===== src/verilog/blk_ctrl_defs.svh =====
// Purpose: offsets, field positions and reset values of the block controls
// Assumes: 8-bit register index, 16-bit register data
// Notes: included by bare name
`ifndef BLK_CTRL_DEFS_SVH
`define BLK_CTRL_DEFS_SVH

// ****************************************
// Register offsets
// ****************************************
`define SOFT_RESET_OFS 8'h00
`define CLOCK_GATING_OFS 8'h01

// ****************************************
// Reset values and writable masks
// ****************************************
`define SOFT_RESET_RST 16'h0000
`define CLOCK_GATING_RST 16'h0000
`define SOFT_RESET_WMASK 16'h09FF
`define CLOCK_GATING_WMASK 16'h097F

// ****************************************
// Soft reset fields
// ****************************************
`define SR_FUSE_BIT 0
`define SR_LOSS_A_BIT 1
`define SR_LOSS_B_BIT 2
`define SR_LOSS_C_BIT 3
`define SR_ACT_A_BIT 4
`define SR_ACT_B_BIT 5
`define SR_LOOP_BIT 6
`define SR_TIME_BIT 7
`define SR_BIAS_BIT 8

// ****************************************
// Clock gating fields
// ****************************************
`define CG_FUSE_BIT 0
`define CG_LOSS_A_BIT 1
`define CG_LOSS_B_BIT 2
`define CG_LOSS_C_BIT 3
`define CG_ACT_A_BIT 4
`define CG_ACT_B_BIT 5
`define CG_GLOBAL_BIT 11

`endif


===== src/verilog/blk_ctrl_pkg.sv =====
// Purpose: types shared by the block reset and clock gating logic
// Assumes: nothing beyond the defs header
// Notes: constants live in blk_ctrl_defs.svh
package blk_ctrl_pkg;
    typedef logic [7:0] reg_addr_t;
    typedef logic [15:0] reg_word_t;

    typedef struct packed {
        reg_word_t soft_reset;
        reg_word_t clock_gating;
        reg_word_t rdata;
        logic ack;
    } regs_s;

    typedef struct packed {
        logic [8:0] resets;
        logic [5:0] gates;
        logic global_gate;
    } outs_s;
endpackage


===== src/verilog/ctrl_link_if.sv =====
// Purpose: carries the stored control words to the output stage
// Assumes: single clock domain
// Notes: src is the register file, dst the output stage
`timescale 1ns/1ps
interface ctrl_link_if;
    logic [15:0] soft_reset;
    logic [15:0] clock_gating;
    modport src (output soft_reset, output clock_gating);
    modport dst (input soft_reset, input clock_gating);
endinterface


===== src/verilog/gate_outputs.sv =====
// Purpose: registers the reset holds and clock stops for each logic block
// Assumes: controls come from the register file over ctrl_link_if
// Notes: outputs lag the stored register by one clock
`timescale 1ns/1ps
`include "blk_ctrl_defs.svh"
module gate_outputs (
    input wire logic mclk,
    input wire logic rst_b,
    ctrl_link_if.dst link,
    output logic bias_calibration_soft_reset,
    output logic time_converter_soft_reset,
    output logic digital_loop_soft_reset,
    output logic activity_monitor_b_soft_reset,
    output logic activity_monitor_a_soft_reset,
    output logic signal_loss_monitor_c_soft_reset,
    output logic signal_loss_monitor_b_soft_reset,
    output logic signal_loss_monitor_a_soft_reset,
    output logic fuse_memory_soft_reset,
    output logic activity_monitor_b_gate,
    output logic activity_monitor_a_gate,
    output logic signal_loss_monitor_c_gate,
    output logic signal_loss_monitor_b_gate,
    output logic signal_loss_monitor_a_gate,
    output logic fuse_interface_gate,
    output logic global_digital_gate
);
    import blk_ctrl_pkg::*;

    outs_s out_r;
    outs_s out_nxt;

    // ****************************************
    // Output stage
    // ****************************************
    always_comb begin
        out_nxt = out_r;
        out_nxt.resets = link.soft_reset[`SR_BIAS_BIT:`SR_FUSE_BIT];
        out_nxt.gates = link.clock_gating[`CG_ACT_B_BIT:`CG_FUSE_BIT];
        out_nxt.global_gate = link.clock_gating[`CG_GLOBAL_BIT];
    end

    always_ff @(posedge mclk or negedge rst_b) begin
        if (!rst_b) begin
            out_r <= '0;
        end else begin
            out_r <= out_nxt;
        end
    end

    assign bias_calibration_soft_reset = out_r.resets[`SR_BIAS_BIT];
    assign time_converter_soft_reset = out_r.resets[`SR_TIME_BIT];
    assign digital_loop_soft_reset = out_r.resets[`SR_LOOP_BIT];
    assign activity_monitor_b_soft_reset = out_r.resets[`SR_ACT_B_BIT];
    assign activity_monitor_a_soft_reset = out_r.resets[`SR_ACT_A_BIT];
    assign signal_loss_monitor_c_soft_reset = out_r.resets[`SR_LOSS_C_BIT];
    assign signal_loss_monitor_b_soft_reset = out_r.resets[`SR_LOSS_B_BIT];
    assign signal_loss_monitor_a_soft_reset = out_r.resets[`SR_LOSS_A_BIT];
    assign fuse_memory_soft_reset = out_r.resets[`SR_FUSE_BIT];
    assign activity_monitor_b_gate = out_r.gates[`CG_ACT_B_BIT];
    assign activity_monitor_a_gate = out_r.gates[`CG_ACT_A_BIT];
    assign signal_loss_monitor_c_gate = out_r.gates[`CG_LOSS_C_BIT];
    assign signal_loss_monitor_b_gate = out_r.gates[`CG_LOSS_B_BIT];
    assign signal_loss_monitor_a_gate = out_r.gates[`CG_LOSS_A_BIT];
    assign fuse_interface_gate = out_r.gates[`CG_FUSE_BIT];
    assign global_digital_gate = out_r.global_gate;
endmodule


===== src/verilog/block_reset_clock_ctrl.sv =====
// Purpose: soft reset and clock gating control registers with their outputs
// Assumes: register accesses arrive decoded from the serial port, on mclk
// Notes: once the global digital gate is set, only rst_b recovers the block
//
// How it works
// - Bit 8 holds bias calibration in reset
// - Bit 7 holds time converter in reset
// - Bit 6 holds digital loop in reset
// - Bit 5 holds activity monitor b reset
// - Bit 4 holds activity monitor a reset
// - Bit 3 holds signal loss monitor c reset
// - Bit 2 holds signal loss monitor b reset
// - Bit 1 holds signal loss monitor a reset
// - Bit 0 holds fuse memory in reset
// - Set gate bits 5..0 and 11 stop their clocks; bits 6 and 8 are stored without effect
// - Gate bit 11 stops all other digital clocks
// - Global gate freezes register port until power cycle
// - Gate bits 5..1 stop the five monitors
// - Gate bit 0 stops fuse interface clock
`timescale 1ns/1ps
`include "blk_ctrl_defs.svh"
module block_reset_clock_ctrl (
    input wire logic mclk,
    input wire logic rst_b,
    input wire logic reg_wr_en,
    input wire logic reg_rd_en,
    input wire blk_ctrl_pkg::reg_addr_t reg_addr,
    input wire blk_ctrl_pkg::reg_word_t reg_wdata,
    output blk_ctrl_pkg::reg_word_t reg_rdata,
    output logic reg_ack,
    output logic bus_frozen,
    output logic bias_calibration_soft_reset,
    output logic time_converter_soft_reset,
    output logic digital_loop_soft_reset,
    output logic activity_monitor_b_soft_reset,
    output logic activity_monitor_a_soft_reset,
    output logic signal_loss_monitor_c_soft_reset,
    output logic signal_loss_monitor_b_soft_reset,
    output logic signal_loss_monitor_a_soft_reset,
    output logic fuse_memory_soft_reset,
    output logic activity_monitor_b_gate,
    output logic activity_monitor_a_gate,
    output logic signal_loss_monitor_c_gate,
    output logic signal_loss_monitor_b_gate,
    output logic signal_loss_monitor_a_gate,
    output logic fuse_interface_gate,
    output logic global_digital_gate
);
    import blk_ctrl_pkg::*;

    regs_s regs_r;
    regs_s regs_nxt;
    logic frozen;

    // ****************************************
    // Helpers
    // ****************************************
    // Unmapped index reads zero
    function automatic reg_word_t read_word(input reg_addr_t a, input regs_s r);
        reg_word_t v;
        v = '0;
        if (a == `SOFT_RESET_OFS) begin
            v = r.soft_reset;
        end else if (a == `CLOCK_GATING_OFS) begin
            v = r.clock_gating;
        end
        return v;
    endfunction

    // Read-only bits never take a written one
    function automatic reg_word_t masked(input reg_word_t w, input reg_word_t m);
        return w & m;
    endfunction

    // Register bus clock is stopped by the global gate, so nothing more gets in
    assign frozen = regs_r.clock_gating[`CG_GLOBAL_BIT];

    // ****************************************
    // Register file
    // ****************************************
    always_comb begin
        regs_nxt = regs_r;
        regs_nxt.ack = 1'b0;
        if (!frozen) begin
            if (reg_wr_en) begin
                regs_nxt.ack = 1'b1;
                if (reg_addr == `SOFT_RESET_OFS) begin
                    regs_nxt.soft_reset = masked(reg_wdata, `SOFT_RESET_WMASK);
                end else if (reg_addr == `CLOCK_GATING_OFS) begin
                    regs_nxt.clock_gating = masked(reg_wdata, `CLOCK_GATING_WMASK);
                end
            end else if (reg_rd_en) begin
                regs_nxt.ack = 1'b1;
                regs_nxt.rdata = read_word(reg_addr, regs_r);
            end
        end
    end

    // Power cycle is the only way out of a frozen port
    always_ff @(posedge mclk or negedge rst_b) begin
        if (!rst_b) begin
            regs_r.soft_reset <= `SOFT_RESET_RST;
            regs_r.clock_gating <= `CLOCK_GATING_RST;
            regs_r.rdata <= 16'h0000;
            regs_r.ack <= 1'b0;
        end else begin
            regs_r <= regs_nxt;
        end
    end

    assign reg_rdata = regs_r.rdata;
    assign reg_ack = regs_r.ack;
    assign bus_frozen = regs_r.clock_gating[`CG_GLOBAL_BIT];

    // ****************************************
    // Output stage
    // ****************************************
    ctrl_link_if link ();

    assign link.soft_reset = regs_r.soft_reset;
    assign link.clock_gating = regs_r.clock_gating;

    gate_outputs u_gate_outputs (
        .mclk(mclk),
        .rst_b(rst_b),
        .link(link),
        .bias_calibration_soft_reset(bias_calibration_soft_reset),
        .time_converter_soft_reset(time_converter_soft_reset),
        .digital_loop_soft_reset(digital_loop_soft_reset),
        .activity_monitor_b_soft_reset(activity_monitor_b_soft_reset),
        .activity_monitor_a_soft_reset(activity_monitor_a_soft_reset),
        .signal_loss_monitor_c_soft_reset(signal_loss_monitor_c_soft_reset),
        .signal_loss_monitor_b_soft_reset(signal_loss_monitor_b_soft_reset),
        .signal_loss_monitor_a_soft_reset(signal_loss_monitor_a_soft_reset),
        .fuse_memory_soft_reset(fuse_memory_soft_reset),
        .activity_monitor_b_gate(activity_monitor_b_gate),
        .activity_monitor_a_gate(activity_monitor_a_gate),
        .signal_loss_monitor_c_gate(signal_loss_monitor_c_gate),
        .signal_loss_monitor_b_gate(signal_loss_monitor_b_gate),
        .signal_loss_monitor_a_gate(signal_loss_monitor_a_gate),
        .fuse_interface_gate(fuse_interface_gate),
        .global_digital_gate(global_digital_gate)
    );
endmodule


===== config.mk =====
export PLATFORM = sky130hd
export DESIGN_NAME = block_reset_clock_ctrl
export DESIGN_NICKNAME = d
export VERILOG_FILES = /design/src/verilog/blk_ctrl_pkg.sv /design/src/verilog/ctrl_link_if.sv /design/src/verilog/gate_outputs.sv /design/src/verilog/block_reset_clock_ctrl.sv
export VERILOG_INCLUDE_DIRS = /design/src /design/src/verilog
export SDC_FILE = /design/constraint.sdc
export NUM_CORES = 1
export LEC_CHECK = 0
export ABC_AREA = 0
export BUFFER_PORTS_ARGS = -buffer_cell sky130_fd_sc_hd__buf_4
export CAP_MARGIN = 0
export CORE_MARGIN = 2
export CORE_UTILIZATION = 48
export CTS_CLUSTER_SIZE = 40
export DETAILED_ROUTE_END_ITERATION = 8
export HOLD_SLACK_MARGIN = 0.05
export PLACE_DENSITY = 0.76
export SYNTH_ARGS = -nofsm -noshare
export SYNTH_HDL_FRONTEND = slang
export SYNTH_SLANG_ARGS = --single-unit

===== constraint.sdc =====
create_clock -name mclk -period 2 [get_ports mclk]
set_clock_uncertainty 0.2 [all_clocks]
set_input_delay 0.4 -clock mclk [delete_from_list [all_inputs] [get_ports mclk]]
set_output_delay 0.4 -clock mclk [all_outputs]
set_load 0.02 [all_outputs]

# ---- Word-level counts from Yosys, hierarchy flattened
# Index checks and enable logic that the tools add are counted.
dict set report word_totals {
  ff_bits 52
  out_inout_bits 34
  word_cells 25
}
dict set report op_classes {
  eq_ne 1
  muxes 9
  bitwise_logic 3
  n_reduce_logical 4
}
# operator n
set op_table {}
lappend op_table {{$mux W12} 4}
lappend op_table {{$mux W29} 1}
lappend op_table {{$mux W17} 1}
lappend op_table {{$mux W16} 1}
lappend op_table {{$mux W9} 1}
lappend op_table {{$eq A8 B1 Y1 const B} 1}
lappend op_table {{$logic_not A8 Y1} 1}
lappend op_table {{$reduce_and A3 Y1} 2}
lappend op_table {{$reduce_and A4 Y1} 1}
lappend op_table {{$not A1 Y1} 3}
lappend op_table {{$mux W1} 1}

# ---- Logic depth before layout (Yosys ltp)
dict set report logic_depth {
  ltp_word 6
  ltp_mapped 4
  mapped_depth_nobuf 3
}

# ---- By module
# A second synthesis with hierarchy kept.
dict set report hier_totals {
  hier_cells 105
  area_unflattened_um2 1695.4
}
# module n_inst cells_per_inst area_each_um2
set by_module_without_submodules {}
lappend by_module_without_submodules {block_reset_clock_ctrl 1 89 1295.0}
lappend by_module_without_submodules {gate_outputs 1 16 400.4}

# ---- Least setup slack after synthesis
# OpenSTA, ideal clock, no wires.
dict set report synth_path {
  path_type {in2reg}
  startpoint {input port reg_addr[7]}
  endpoint {register, netlist name link.soft_reset[0]}
  setup_ns 0.125
  arrival_ns 1.299
  setup_slack_ns 0.376
  cell_stages 4
  path_buffers 1
  cell_sequence {nor4_4 -> nand4b_1 -> buf_6 -> mux2_4}
}
dict set report synth_via {
  elab_chain_cells 2
}
# element line_no
set synth_lines {}
lappend synth_lines {{start: declaration} block_reset_clock_ctrl.sv:27} ;# input wire blk_ctrl_pkg::reg_addr_t reg_addr,
lappend synth_lines {{$logic_not A8 Y1 (no source line)} n/a}
lappend synth_lines {{$reduce_and A3 Y1 (no source line)} n/a}
# No other way between the ends.
# A chain may end at the register's enable or synchronous reset.

# ---- Final worst setup path
dict set report layout_path {
  startpoint {register, netlist name link.clock_gating[11]}
  endpoint {register regs_r, in the netlist reg_rdata[11]}
}
dict set report layout_via {
  elab_chain_cells 2
}
# element line_no
set layout_lines {}
lappend layout_lines {{$not A1 Y1 (no source line)} n/a}
lappend layout_lines {{$reduce_and A3 Y1 (no source line)} n/a}
lappend layout_lines {{end signal: assignment} block_reset_clock_ctrl.sv:107} ;# regs_r <= regs_nxt;
lappend layout_lines {{end: declaration} block_reset_clock_ctrl.sv:51} ;# regs_s regs_r;
# No other way between the ends.

==> metrics.txt <==
status=completed; Clock Path Buffers=2; fin crit period=approximately 1.8 ns; GRT Total Usage=17.5%; sequential fraction of the synthesis area=65.0%; DP Wirelength=between 2 and 2.5 mm; Comb pwr share=under 10%; Power Total=1.98 mW; fill count=between 200 and 300; Setup crit start=link.clock_gating[11]$_DFF_PN0_; via count=1,076; TritonCTS Buffers=5; Reg2Reg Capture Point=reg_rdata[11]$_DFFE_PN0P_; first-pass detailed-route iteration total=3; clk root buf=clkbuf_8; remaining global-route overflow=0; post_cts resized=0; CTS H-tree depth=2; num ports=62; Slew Limit Fails=0; Worst Setup End Kind=flip-flop; synth unique cells=23; Area Overhead vs Synth=31.3%; nets@finish=200; Final GP Congestion=0.794; share of cells above drive strength 1=between 40% and 50%; Synth Cell Area=1770 um2; leakage power=1.24 nW; Worst path top cell family by delay=simple AND/OR/NAND/NOR gates; startpoint types=flip-flop; sequential share of power=roughly 50%; Vias/cell=4.87; post-route setup TNS=0 ns; Detailed Route WL=roughly 3.2 mm; CP cell instances=or3b_1 > o41ai_1; initial antenna violation count=0; DR WL/cell=14.6 um; RSZ-0062 raised after global routing=no; critical path class=flip-flop to flip-flop; worst vdd ir=about 0.00042 V; slowest CP cell=or3b_1; placed cell count=~210; DRC Markers=0; final hold vios=0; cell internal pwr=approximately 1.6 mW; Worst Tran Pin Value=0.693 ns; Worst EP arrival=1.80 ns; fmax=around 550 MHz; vias in the first global route=between 1,000 and 1,500; switching pwr=approximately 400 uW; HP Class=primary input to flip-flop; largest net degree at the start of global routing=47; WP buf/inv=0; instance count on the critical path=2; diode count=0; cells on worst reg2reg path=2; Port-buffer cells=49; worst-path fanout max=20; Starting Density=49.1%; DRT iter0 DRCs=a little over 50; die width=roughly 65 um; clock group share of total power=around two fifths; die height=64.8 um; Cells after Synth=roughly 120; Slew HR=53.8%; synthesized flop and latch total=46; clock sinks=46; Syn Area/Cell=15.1 um2; period utilisation layout=90.8%; clk slew on worst S/H paths=around 0.080 ns; Setup Viol. Count Final=0; R2R setup slack=~0.18 ns; sw frac=20.4%; TritonCTS clock tree=done; first-pass GRT wire length=5.37 mm; Routed Antenna Nets=0; max_cap viols=0; reg-to-reg startpoint=link.clock_gating[11]$_DFF_PN0_; Setup crit end=reg_rdata[11]$_DFFE_PN0P_; final std cells w/o fill=between 200 and 250; core area=approximately 3600 um2; pwr/cell area=850 nW/um2; final core utilization=64.5%; Critical Path RT=1.99 ns; FP Rows=22; crit-path max cell delay=roughly 0.70 ns; synth warn=0; clk_lat worst skew=approximately 0.30 ns; die area=roughly 4200 um2
## kinds of logic (layout without fill, tap and decap cells)
kind of cell    Yosys count  in the layout  share of synthesized area (%)
flops                    46             46                           65.0
mux                      26             26                           18.1
simple gates             20             20                           6.85
buf+inv                  13             64                           4.66
compound gates           11             11                           5.23
other cells               1              6                          0.212
## power groups by stage
stage               registers, mW  logic, mW  clock network [mW]
detailed placement           1.00      0.171                   0
CTS                         0.984      0.174               0.843
finish                      0.983      0.171               0.824
floorplan                    1.02     0.0665                   0
global route                0.988      0.185               0.886
global placement            0.999      0.168                   0
## layer usage
metal	global-route usage [%]	routed length, um	vias to the layer above
li1	-	-	502
met1	19.8	1310	535
met2	29.5	1700	31
met3	5.56	147	8
met4	9.04	73	0
met5	0	0	-
## through the flow
| step | setup slack [ns] | cell area, um2 | hold slack, ns |
|---|---|---|---|
| 3_5_place_dp | 0.0513 | 2170 | 0.184 |
| 3_3_place_gp | 0.138 | 2170 | 0.180 |
| 5_1_grt | 0.102 | 2330 | 0.115 |
| 4_1_cts | 0.170 | 2330 | 0.117 |
| 6_report | 0.184 | 2330 | 0.117 |
| 2_1_floorplan | 0.376 | 1790 | -0.0956 |
## layout by cell type (no fill, tap or decap), types with 6 or more instances in the layout
| cell type | count |
|---|---|
| buf_4 | 53 |
| dfrtp_1 | 46 |
| nand2_1 | 11 |
| mux2_4 | 10 |
| mux2_2 | 8 |
| mux2i_1 | 8 |
| o31ai_1 | 8 |
| conb_1 | 6 |
| clkbuf_8 | 6 |
## worst min path at each step
stage / start / to / slack, ns / cells after the start
2_1_floorplan: rst_b / link.clock_gating[0]$_DFFE_PN0P_ / -0.1 / 0
3_3_place_gp: link.clock_gating[1]$_DFFE_PN0P_ / u_gate_outputs.signal_loss_monitor_a_gate$_DFF_PN0_ / 0.18 / 0
3_5_place_dp: link.clock_gating[1]$_DFFE_PN0P_ / u_gate_outputs.signal_loss_monitor_a_gate$_DFF_PN0_ / 0.18 / 0
4_1_cts: reg_rd_en / reg_ack$_DFF_PN0_ / 0.12 / 3
5_1_grt: reg_wdata[7] / link.soft_reset[7]$_DFFE_PN0P_ / 0.11 / 2
6_report: reg_rd_en / reg_ack$_DFF_PN0_ / 0.12 / 3
## synth_stat cells
| master | number | area share [%] |
|---|---|---|
| buf_4 | 6 | 2.5 |
| o41ai_1 | 1 | 0.49 |
| nor3_2 | 1 | 0.56 |
| nand2_1 | 11 | 2.3 |
| dfrtp_1 | 46 | 65 |
| buf_6 | 1 | 0.64 |
| nor2b_1 | 1 | 0.35 |
| conb_1 | 1 | 0.21 |
| nor4_4 | 1 | 1.2 |
| nor2_1 | 2 | 0.42 |
| mux2_4 | 10 | 8.5 |
| nand4_2 | 1 | 0.71 |
| mux2i_1 | 8 | 4.5 |
| mux2_2 | 8 | 5.1 |
| nand3_1 | 1 | 0.28 |
| o21bai_1 | 1 | 0.42 |
| buf_2 | 3 | 0.85 |
| or3b_1 | 1 | 0.49 |
| o41ai_2 | 1 | 0.92 |
| o31ai_1 | 8 | 3.4 |
| inv_1 | 2 | 0.42 |
| nand4b_1 | 1 | 0.49 |
| clkbuf_1 | 1 | 0.21 |
## repair_timing
item / 4_1_cts / 5_1_grt
endpoints found under the hold margin: 46 / 0
buffers inserted: 0 / 0
hold buffers: 1 / 0
## worst min-delay path: stages
cell	delay [ns]
buf_4	0.08
nor2_1	0.03
nor2_1	0.07
## final cells by class
cell class / count / area, um2 / share of cell area, %
Clock buffer: 6 / 82.6 / 3.55
Timing Repair Buffer: 54 / 408 / 17.5
Multi-Input combinational cell: 63 / 557 / 23.9
Inverter: 2 / 7.51 / 0.323
Clock inverter: 2 / 60.1 / 2.58
Sequential cell: 46 / 1150 / 49.5
Tap cell: 48 / 60.1 / 2.58
## sequential cells by signal, summed over array words and instances, names as in the netlist
name                                             cells
link.soft_reset                                     10
reg_rdata                                           10
link.clock_gating                                    9
reg_ack                                              1
u_gate_outputs.activity_monitor_a_gate               1
u_gate_outputs.activity_monitor_a_soft_reset         1
u_gate_outputs.activity_monitor_b_gate               1
u_gate_outputs.activity_monitor_b_soft_reset         1
u_gate_outputs.bias_calibration_soft_reset           1
u_gate_outputs.digital_loop_soft_reset               1
u_gate_outputs.fuse_interface_gate                   1
u_gate_outputs.fuse_memory_soft_reset                1
u_gate_outputs.global_digital_gate                   1
u_gate_outputs.signal_loss_monitor_a_gate            1
u_gate_outputs.signal_loss_monitor_a_soft_reset      1
u_gate_outputs.signal_loss_monitor_b_gate            1
u_gate_outputs.signal_loss_monitor_b_soft_reset      1
u_gate_outputs.signal_loss_monitor_c_gate            1
u_gate_outputs.signal_loss_monitor_c_soft_reset      1
u_gate_outputs.time_converter_soft_reset             1
Note: power is estimated with default switching activity, not from simulation.
